### src/verilog/reset_dist_pkg.sv
// Constants for the board reset distribution block.
// Assumes a 40 MHz core clock and a single AHB-Lite slave.
package reset_dist_pkg;
	// ----------------------------------------
	// Clock and timing
	// ----------------------------------------
	localparam int CLK_MHZ = 40;
	localparam int RST_MIN_NS = 1000;
	localparam int RST_MIN_CYCLES = (RST_MIN_NS * CLK_MHZ + 999) / 1000;
	localparam int STRETCH_W = 8;

	// ----------------------------------------
	// Register map
	// ----------------------------------------
	localparam logic [11:0] CTRL_OFFS = 12'h000;
	localparam logic [11:0] STATUS_OFFS = 12'h004;
	localparam int SYSCTRL_BIT = 0;
	localparam int TRIG_POS = 8;
	localparam int DOM_POS = 0;
	localparam int SRC_POS = 8;
	localparam logic CTRL_RESET = 1'b0;

	// ----------------------------------------
	// Sources: 0 switch, 1 watchdog, 2 bus reset in,
	// 3 alternate hot, 4 io, 5 bus system sw, 6 local sw, 7 csr
	// ----------------------------------------
	localparam int NUM_SRC = 8;
	localparam int NUM_SW = 5;
	localparam int NUM_DOM = 5;
	localparam logic [7:0] CPU_MASK = 8'h66;
	localparam logic [7:0] HOSTBR_MASK = 8'h2C;
	localparam logic [7:0] PCI_MASK = 8'hFF;
	localparam logic [7:0] ISA_MASK = 8'hBD;
	localparam logic [7:0] VME_MASK = 8'h23;

	// ----------------------------------------
	// AHB-Lite
	// ----------------------------------------
	localparam logic [1:0] HTRANS_NONSEQ = 2'h2;
	localparam logic HRESP_OKAY = 1'b0;
endpackage

### src/verilog/reset_stretch.sv
// One reset source: optional two-stage synchroniser, then a minimum-width stretch.
// Assumes an active-high source level or pulse.
`timescale 1ns/1ps
module reset_stretch #(
	parameter bit SYNC = 1'b0,
	parameter int CNT_W = 8,
	parameter int STRETCH = 40
) (
	// Clock and reset
	input wire logic core_clk,
	input wire logic resetn,
	// Source and result
	input wire logic srcIn,
	output logic active
);
	logic lvl;
	logic [CNT_W-1:0] cnt_q;
	logic [CNT_W-1:0] cnt_d;

	generate
		if (STRETCH < 1 || STRETCH > (2 ** CNT_W) - 1) begin : g_chk
			$error("reset_stretch: STRETCH does not fit CNT_W");
		end
		if (SYNC) begin : g_sync
			logic meta_q;
			logic sync_q;
			always_ff @(posedge core_clk or negedge resetn) begin
				if (!resetn) begin
					meta_q <= 1'b0;
					sync_q <= 1'b0;
				end else begin
					meta_q <= srcIn;
					sync_q <= meta_q;
				end
			end
			assign lvl = sync_q;
		end else begin : g_direct
			assign lvl = srcIn;
		end
	endgenerate

	assign cnt_d = lvl ? CNT_W'(STRETCH) : (cnt_q != '0) ? cnt_q - 1'b1 : cnt_q;
	assign active = lvl | (cnt_q != '0);

	always_ff @(posedge core_clk or negedge resetn) begin
		if (!resetn) begin
			cnt_q <= '0;
		end else begin
			cnt_q <= cnt_d;
		end
	end
endmodule

### src/verilog/board_reset_distribution.sv
// Board reset distribution: gathers reset sources and drives five domain resets.
// Assumes resetn is the power-on reset and an AHB-Lite master on core_clk.
//
// Contract
// - Power-on resets all five domains; incoming bus system reset resets all but the bus.
// - Front switch resets PCI, ISA, and bus when system controller only.
// - Watchdog resets processor, PCI, and bus when system controller.
// - Alternate hot reset resets host bridge, PCI and ISA devices.
// - I/O reset bit resets only PCI and ISA devices.
// - Bridge system software reset resets all five domains, the bus only when system controller.
// - Bridge local software reset resets only processor and PCI devices.
// - Bridge CSR reset resets only PCI and ISA devices.
//
// The AHB-Lite register port and the register offsets were left to the implementer.
`timescale 1ns/1ps
module board_reset_distribution #(
	parameter int STRETCH = reset_dist_pkg::RST_MIN_CYCLES
) (
	// Clock and power-on reset
	input wire logic core_clk,
	input wire logic resetn,
	// Reset source pins, asynchronous
	input wire logic frontSwitchN,
	input wire logic watchdogN,
	input wire logic vmeSysResetInN,
	// AHB-Lite slave
	input wire logic hsel,
	input wire logic [31:0] haddr,
	input wire logic [1:0] htrans,
	input wire logic hwrite,
	input wire logic [2:0] hsize,
	input wire logic [31:0] hwdata,
	input wire logic hready,
	output logic [31:0] hrdata,
	output logic hreadyout,
	output logic hresp,
	// Domain resets
	output logic cpuResetN,
	output logic hostBridgeResetN,
	output logic pciResetN,
	output logic isaResetN,
	// Bus system reset, open drain
	output logic vmeResetOut,
	output logic vmeResetOe
);
	// ----------------------------------------
	// Register bus
	// ----------------------------------------
	logic addrPhase;
	logic wrPend_q;
	logic [11:0] wrAddr_q;
	logic sysCtrl_q;
	logic [reset_dist_pkg::NUM_SW-1:0] trig_q;
	logic [reset_dist_pkg::NUM_SW-1:0] trig_d;
	logic [31:0] rdata_q;
	logic [31:0] rdata_d;
	logic wrCtrl;
	logic [reset_dist_pkg::NUM_SRC-1:0] srcAct;
	logic [reset_dist_pkg::NUM_DOM-1:0] domAct;
	logic [31:0] ctrlView;
	logic [31:0] statusView;
	logic [reset_dist_pkg::NUM_DOM-1:0] dom_q;
	logic [3:0] domN_q;
	logic busMeta_q;
	logic busSync_q;
	logic [2:0] oeHist_q;
	logic ownDrive;

	assign addrPhase = hsel & hready & (htrans == reset_dist_pkg::HTRANS_NONSEQ);
	assign wrCtrl = wrPend_q & (wrAddr_q == reset_dist_pkg::CTRL_OFFS);
	assign trig_d = wrCtrl ?
		hwdata[reset_dist_pkg::TRIG_POS +: reset_dist_pkg::NUM_SW] : '0;
	assign ctrlView = {31'h0000_0000, sysCtrl_q};
	assign statusView = {16'h0000, srcAct, 3'h0, domAct};

	always_comb begin
		rdata_d = 32'h0000_0000;
		if (haddr[11:0] == reset_dist_pkg::CTRL_OFFS && haddr[31:12] == 20'h0_0000) begin
			rdata_d = ctrlView;
		end else if (haddr[11:0] == reset_dist_pkg::STATUS_OFFS && haddr[31:12] == 20'h0_0000) begin
			rdata_d = statusView;
		end
	end

	always_ff @(posedge core_clk or negedge resetn) begin
		if (!resetn) begin
			wrPend_q <= 1'b0;
			wrAddr_q <= 12'h000;
			rdata_q <= 32'h0000_0000;
		end else begin
			wrPend_q <= addrPhase & hwrite & (haddr[31:12] == 20'h0_0000);
			wrAddr_q <= haddr[11:0];
			if (addrPhase && !hwrite) begin
				rdata_q <= rdata_d;
			end
		end
	end

	always_ff @(posedge core_clk or negedge resetn) begin
		if (!resetn) begin
			sysCtrl_q <= reset_dist_pkg::CTRL_RESET;
			trig_q <= '0;
		end else begin
			trig_q <= trig_d;
			if (wrCtrl) begin
				sysCtrl_q <= hwdata[reset_dist_pkg::SYSCTRL_BIT];
			end
		end
	end

	assign hrdata = rdata_q;
	assign hreadyout = 1'b1;
	assign hresp = reset_dist_pkg::HRESP_OKAY;

	// ----------------------------------------
	// Incoming bus reset
	// ----------------------------------------
	// Own drive returns on the shared line; masked until the sync sees it gone
	assign ownDrive = dom_q[4] | (|oeHist_q);

	always_ff @(posedge core_clk or negedge resetn) begin
		if (!resetn) begin
			busMeta_q <= 1'b0;
			busSync_q <= 1'b0;
			oeHist_q <= 3'h7;
		end else begin
			busMeta_q <= ~vmeSysResetInN;
			busSync_q <= busMeta_q;
			oeHist_q <= {oeHist_q[1:0], dom_q[4]};
		end
	end

	// ----------------------------------------
	// Reset sources
	// ----------------------------------------
	reset_stretch #(
		.SYNC(1'b1),
		.CNT_W(reset_dist_pkg::STRETCH_W),
		.STRETCH(STRETCH)
	) u_switch (
		.core_clk(core_clk),
		.resetn(resetn),
		.srcIn(~frontSwitchN),
		.active(srcAct[0])
	);

	reset_stretch #(
		.SYNC(1'b1),
		.CNT_W(reset_dist_pkg::STRETCH_W),
		.STRETCH(STRETCH)
	) u_watchdog (
		.core_clk(core_clk),
		.resetn(resetn),
		.srcIn(~watchdogN),
		.active(srcAct[1])
	);

	reset_stretch #(
		.SYNC(1'b0),
		.CNT_W(reset_dist_pkg::STRETCH_W),
		.STRETCH(STRETCH)
	) u_busin (
		.core_clk(core_clk),
		.resetn(resetn),
		.srcIn(busSync_q & ~ownDrive),
		.active(srcAct[2])
	);

	// Software triggers: alternate hot, io, bus system, local, csr
	genvar gi;
	generate
		for (gi = 0; gi < reset_dist_pkg::NUM_SW; gi++) begin : g_sw
			reset_stretch #(
				.SYNC(1'b0),
				.CNT_W(reset_dist_pkg::STRETCH_W),
				.STRETCH(STRETCH)
			) u_sw (
				.core_clk(core_clk),
				.resetn(resetn),
				.srcIn(trig_q[gi]),
				.active(srcAct[3+gi])
			);
		end
	endgenerate

	// ----------------------------------------
	// Domain mapping
	// ----------------------------------------
	logic cpuHit;
	logic hbHit;
	logic pciHit;
	logic isaHit;
	logic vmeHit;

	assign cpuHit = |(srcAct & reset_dist_pkg::CPU_MASK);
	assign hbHit = |(srcAct & reset_dist_pkg::HOSTBR_MASK);
	assign pciHit = |(srcAct & reset_dist_pkg::PCI_MASK);
	assign isaHit = |(srcAct & reset_dist_pkg::ISA_MASK);
	// Incoming bus reset is already on the bus; redriving it would latch up
	assign vmeHit = sysCtrl_q & |(srcAct & reset_dist_pkg::VME_MASK);
	assign domAct = dom_q;

	// Power-on: every domain held in reset from the async reset
	always_ff @(posedge core_clk or negedge resetn) begin
		if (!resetn) begin
			dom_q <= '1;
		end else begin
			dom_q <= {vmeHit, isaHit, pciHit, hbHit, cpuHit};
		end
	end

	// Pin-facing copies, active low
	always_ff @(posedge core_clk or negedge resetn) begin
		if (!resetn) begin
			domN_q <= 4'h0;
		end else begin
			domN_q <= ~{isaHit, pciHit, hbHit, cpuHit};
		end
	end

	assign cpuResetN = domN_q[0];
	assign hostBridgeResetN = domN_q[1];
	assign pciResetN = domN_q[2];
	assign isaResetN = domN_q[3];
	assign vmeResetOut = 1'b0;
	assign vmeResetOe = dom_q[4];
endmodule

### config.mk
export PLATFORM = sky130hd
export DESIGN_NAME = board_reset_distribution
export DESIGN_NICKNAME = d
export VERILOG_FILES = /design/src/verilog/reset_dist_pkg.sv /design/src/verilog/reset_stretch.sv /design/src/verilog/board_reset_distribution.sv
export SDC_FILE = /design/constraint.sdc
export NUM_CORES = 1
export LEC_CHECK = 0
export ABC_AREA = 1
export BUFFER_PORTS_ARGS = -buffer_cell sky130_fd_sc_hd__buf_2
export CORE_MARGIN = 2
export CORE_UTILIZATION = 55
export DETAILED_ROUTE_END_ITERATION = 10
export PLACE_DENSITY = 0.8
export SYNTH_ARGS = -nofsm -noshare
export SYNTH_HDL_FRONTEND = slang
export SYNTH_SLANG_ARGS = --single-unit
### constraint.sdc
create_clock -name core_clk -period 2.3 [get_ports core_clk]
set_input_delay 0.575 -clock core_clk [delete_from_list [all_inputs] [get_ports core_clk]]
set_output_delay 0.575 -clock core_clk [all_outputs]
set_load 0.01 [all_outputs]
# ---- Word level (Yosys, flattened, before mapping)
# Index checks and enable logic that the tools add are counted.
dict set report totals {
  ff_bits 133
  input_bits 77
  elab_cells 101
}
dict set report classes {
  eq_ne 2
  n_reduce_logical 29
  n_addsub 8
  mux 19
  bitwise_logic 21
}
# cell count
set op_table {}
lappend op_table {{$mux W8} 16}
lappend op_table {{$reduce_bool A8 Y1} 8}
lappend op_table {{$sub A8 B1 Y8 const B} 8}
lappend op_table {{$mux W32} 1}
lappend op_table {{$logic_not A12 Y1} 2}
lappend op_table {{$logic_not A20 Y1} 1}
lappend op_table {{$mux W16} 1}
lappend op_table {{$reduce_bool A2 Y1} 8}
lappend op_table {{$eq A12 B3 Y1 const B} 1}
lappend op_table {{$or A1 B1 Y1} 9}
lappend op_table {{$reduce_or A3 Y1} 3}
lappend op_table {{$reduce_or A8 Y1} 1}
lappend op_table {{$and A1 B1 Y1} 7}
lappend op_table {{$reduce_or A6 Y1} 1}
lappend op_table {{$mux W5} 1}
lappend op_table {{$not A1 Y1} 4}
lappend op_table {{$not A4 Y4} 1}
lappend op_table {{$reduce_or A4 Y1} 1}
lappend op_table {{$logic_and A1 B1 Y1} 3}
lappend op_table {{$eq A2 B2 Y1 const B} 1}
lappend op_table {{$logic_not A1 Y1} 1}

# ---- Depth between registers and ports, before layout
dict set report depth {
  word_depth 7
  ltp_mapped 10
  mapped_depth_nobuf 10
}

# ---- Modules after synthesis
# Synthesis repeated with hierarchy kept, for this count alone.
dict set report hier_totals {
  hier_cells 739
  hier_area_um2 6164.7
}
# module cells_each n_inst area_each_um2 seq_area_each_um2
set modules_own_cells {}
lappend modules_own_cells {{reset_stretch (g_sw[0].u_sw ...)} 66 6 515.5 200.2}
lappend modules_own_cells {board_reset_distribution 215 1 2000.7 1161.1}
lappend modules_own_cells {{reset_stretch (u_switch ...)} 64 2 535.5 250.2}

# ---- Worst setup path before layout
# No wires, ideal clock.
dict set report synth_path {
  kind {in2reg}
  start {input port haddr[27]}
  end {register rdata_q[10], in the netlist hrdata[10]}
  arrival_ns 1.370
  path_slack_ns 0.864
  stages 9
  setup_ns 0.066
  required_ns 2.234
  cell_sequence {nor2_1 nand2_1 nor2_1 nand2_1 nor2_1 and2_2 buf_6 nand3_1 nand2_1}
}
dict set report synth_between {
  elab_chain_len 4
  word_cells_on_any_way 5
  cone_classes {mux: 2; reduce/logical: 3}
}
# element line
set synth_rtl {}
lappend synth_rtl {{start: declaration} board_reset_distribution.sv:28} ;# input wire logic [31:0] haddr,
lappend synth_rtl {{$logic_not A20 Y1 (*)} {board_reset_distribution.sv:78, board_reset_distribution.sv:80}}
lappend synth_rtl {{$logic_and A1 B1 Y1} board_reset_distribution.sv:80} ;# end else if (haddr[11:0] == reset_dist_pkg::STATUS_OFFS && haddr[31:12] == 20'h0_0000) begin
lappend synth_rtl {{$mux W16} board_reset_distribution.sv:80}
lappend synth_rtl {{$mux W32 (*)} board_reset_distribution.sv:78} ;# if (haddr[11:0] == reset_dist_pkg::CTRL_OFFS && haddr[31:12] == 20'h0_0000) begin
lappend synth_rtl {{end signal: assignment} board_reset_distribution.sv:94} ;# rdata_q <= rdata_d;
lappend synth_rtl {{end: declaration} board_reset_distribution.sv:55} ;# logic [31:0] rdata_q;
# Mark *: on every way between the ends. The rest lies on a longest branch, timed or not.
# A chain may end at the register's enable or synchronous reset.

# ---- Final worst setup path
dict set report layout_path {
  start {register dom_q (netlist bit domAct[4])}
  end {output port vmeResetOe}
}
# element line
set layout_rtl {}
lappend layout_rtl {{start: declaration} board_reset_distribution.sv:62} ;# logic [reset_dist_pkg::NUM_DOM-1:0] dom_q;
lappend layout_rtl {{start signal: assignment} board_reset_distribution.sv:208} ;# dom_q <= {vmeHit, isaHit, pciHit, hbHit, cpuHit};
lappend layout_rtl {{end: declaration} board_reset_distribution.sv:44} ;# output logic vmeResetOe
# No word-level cell between the ends.

==> results.py <==
metrics = {
    "outcome": {
        "status": "finished clean",
    },
    "routing": {
        "drtIter0Drc": 128,
        "final_antenna_net_count": 0,
        "drcViolationCount": 0,
        "via_count": 4386,
        "drt_pass1_iterations": 5,
        "via_per_inst": 5.00,
        "wire_per_inst_um": 13.0,
        "finalWirelength_um": 11400,
    },
    "pwr": {
        "clockPowerShare": 0.319,
        "seq_power_share": 0.401,
        "power.total_mw": 7.30,
        "intPower_mw": 4.75,
        "vdd_ir_drop_max_mv": 0.700,
        "power_density_nw_per_um2": 1090,
        "p_comb_frac": 0.280,
        "power_switching_mw": 2.55,
        "switching_share": 0.349,
        "p_leak_nw": 3.45,
    },
    "global_routing": {
        "grt_max_degree": 47,
        "grt_pass1_wl_um": 19900,
        "track_usage": 0.226,
        "overflow": 0,
        "antenna_found_initial": 0,
        "grt_pass1_vias": 4499,
    },
    "clock_tree": {
        "clkTransAtPathRegs_ns": 0.05,
        "cts_tree": "built",
        "cts_root_buf": "clkbuf_8",
        "ctsResizeCount": 0,
        "clock_latency_ns": 0.53,
        "post-cts-setup-buffer-count": 0,
        "numCtsBuffers": 17,
        "cts_buffer_depth": 2,
        "h-tree-depth": 4,
        "holdBufCountCts": 0,
        "clkSinkCount": 114,
    },
    "timing": {
        "setup_ws_ns": 0.514,
        "clock.fmax_mhz": 560,
        "setup_viol": 0,
        "setup_tns_ns": 0,
        "hold_viol": 0,
        "period_needed_ns": 1.79,
        "rsz0062_at_grt": "no",
        "finalMaxSlewViolations": 0,
        "worst_hold_slack_ns": 0.00534,
        "fin_crit_sh": 0.776,
        "finalClockSkew_ns": 0.00967,
    },
    "cells_and_area": {
        "post-route-util": 0.653,
        "fin_nets": 822,
        "syn_to_final_growth_pct": 16.7,
        "layout-drive-gt1-share": 0.224,
        "diodes": 0,
        "fill_cells": 834,
    },
    "worst_setup_path": {
        "cp_slowest_cell": "dfstp_2",
        "crit_chain": "buf_2",
        "rr_worst_depth": 10,
        "timing.rr.start": "g_sw[1].u_sw.cnt_q[0]",
        "worst-path-buf-inv": 1,
        "critical-path-top-delay-family": "flip-flops",
        "slowest_delay_ns": 0.56,
        "crit_required_ns": 1.73,
        "rr_endpoint": "domN_q[3]",
        "cp-start-kind": "flop",
        "ff2ff_setup_slack_ns": 0.71,
        "crit_fanout": 4,
        "end_kind": "primary output",
        "worstSetupPathType": "flop to primary output",
        "arrival_ns": 1.21,
    },
    "yosys": {
        "ys_warn_count": 0,
        "synth_most_common_cell": "dfrtp_1",
        "syn_area_per_cell_um2": 8.85,
        "yosysSeqAreaShare": 0.500,
        "synth_cells": 647,
        "synth-edff-count": 0,
        "synth.area.top_cells": "dfrtp_1, inv_1, nor2_1",
        "yosys_register_bits": 114,
        "synth.distinct_cells": 44,
        "yosys_most_used_dff": "dfrtp_1",
        "netlist.area_leader.share": 0.463,
        "synth_top_cells_by_count": "dfrtp_1, inv_1, nor2_1",
        "async_flop_share": 1.00,
        "yosysTopAreaCell": "dfrtp_1",
        "syn_area_um2": 5720,
    },
    "floorplanning": {
        "die_area_um2": 11200,
        "dieHeight_um": 106,
        "ios": 117,
        "fp-row-count": 37,
        "core_area_um2": 10200,
        "initial_core_util": 0.559,
        "die_w_um": 106,
    },
    "place": {
        "place_ws_ns": 0.519,
        "gp_congestion": 0.864,
        "dp_hpwl_um": 8400,
        "port_buffers": 65,
    },
    "job": {
        "cap_violations": 0,
    },
    "hold_path": {
        "min_path_type": "input port to async pin",
    },
}
-- state kept, by name, indices dropped and copies added (netlist names) --
signal	cells
oeHist_q	3
u_switch.cnt_q	8
trig_q	5
hrdata	13
busMeta_q	1
u_switch.g_sync.meta_q	1
busSync_q	1
g_sw.u_sw.cnt_q	40
u_watchdog.g_sync.meta_q	1
domN_q	4
sysCtrl_q	1
wrPend_q	1
u_watchdog.cnt_q	8
u_watchdog.g_sync.sync_q	1
u_busin.cnt_q	8
domAct	5
wrAddr_q	12
u_switch.g_sync.sync_q	1
-- worst max-delay path by stage --
stage                       endpoint  cells past startpoint  slack (ns)      start
after floorplan           hrdata[10]                      9        0.86  haddr[27]
after global placement    hrdata[11]                      9        0.51  haddr[19]
after detailed placement  hrdata[13]                      9        0.52  haddr[19]
after CTS                 vmeResetOe                      1        0.49  domAct[4]
after global routing      vmeResetOe                      1        0.49  domAct[4]
final                     vmeResetOe                      1        0.51  domAct[4]
-- power groups by stage --
stage               sequential (mW)  clock (mW)  combinational, mW
global placement               2.92           0               1.90
detailed placement             2.94           0               2.03
global route                   2.99        2.46               2.36
finish                         2.93        2.33               2.04
CTS                            2.92        2.37               2.06
floorplan                      2.85           0               1.64
-- per-layer routing --
metal | global-route usage | share of wire | vias up
met3 | 0.0601 | 0.048 | 21
met2 | 0.393 | 0.51 | 100
li1 | - | - | 2189
met4 | 0.0921 | 0.019 | 0
met1 | 0.266 | 0.42 | 2076
met5 | 0 | 0 | -
-- stage by stage --
| step | area, um^2 | std cells |
|---|---|---|
| after detailed placement | 6150 | 846 |
| after global routing | 6680 | 878 |
| after floorplan | 5800 | 667 |
| after global placement | 6150 | 846 |
| after CTS | 6680 | 878 |
| final | 6680 | 878 |
-- cell families (layout without fill, tap and decap cells) --
logic type	count (synthesis)	count (layout)	share of synthesized area
other	2	22	0.00131
muxes	1	1	0.00197
AOI/OAI and AO/OA	59	59	0.0597
buffers and inverters	136	211	0.106
xor gates and xnor gates	15	15	0.0230
adders and majority gates	16	16	0.0350
and+or+nand+nor	304	304	0.273
DFF	114	114	0.500
-- cell usage in the layout (no fill, tap or decap), types with 7 or more instances in the layout --
| cell | instances |
|---|---|
| clkbuf_16 | 16 |
| buf_2 | 64 |
| a21oi_1 | 18 |
| dfrtp_1 | 106 |
| nand4_1 | 8 |
| dfstp_2 | 8 |
| nor2_4 | 14 |
| xnor2_1 | 9 |
| nand2_1 | 80 |
| nand3_1 | 54 |
| nor2_1 | 91 |
| conb_1 | 22 |
| inv_1 | 93 |
| inv_2 | 15 |
| ha_1 | 16 |
| nor3_1 | 16 |
| nand2_2 | 7 |
| o21ai_0 | 20 |
-- area by class of cell --
cell class	count	area, um^2	share of cell area
Timing Repair Buffer	70	378	0.0566
Clock buffer	21	439	0.0657
Inverter	109	412	0.0616
Tap cell	136	170	0.0255
Sequential cell	114	2860	0.428
Clock inverter	11	90.1	0.0135
Multi-Input combinational cell	417	2330	0.349
Power figures use the tool's default switching activity.
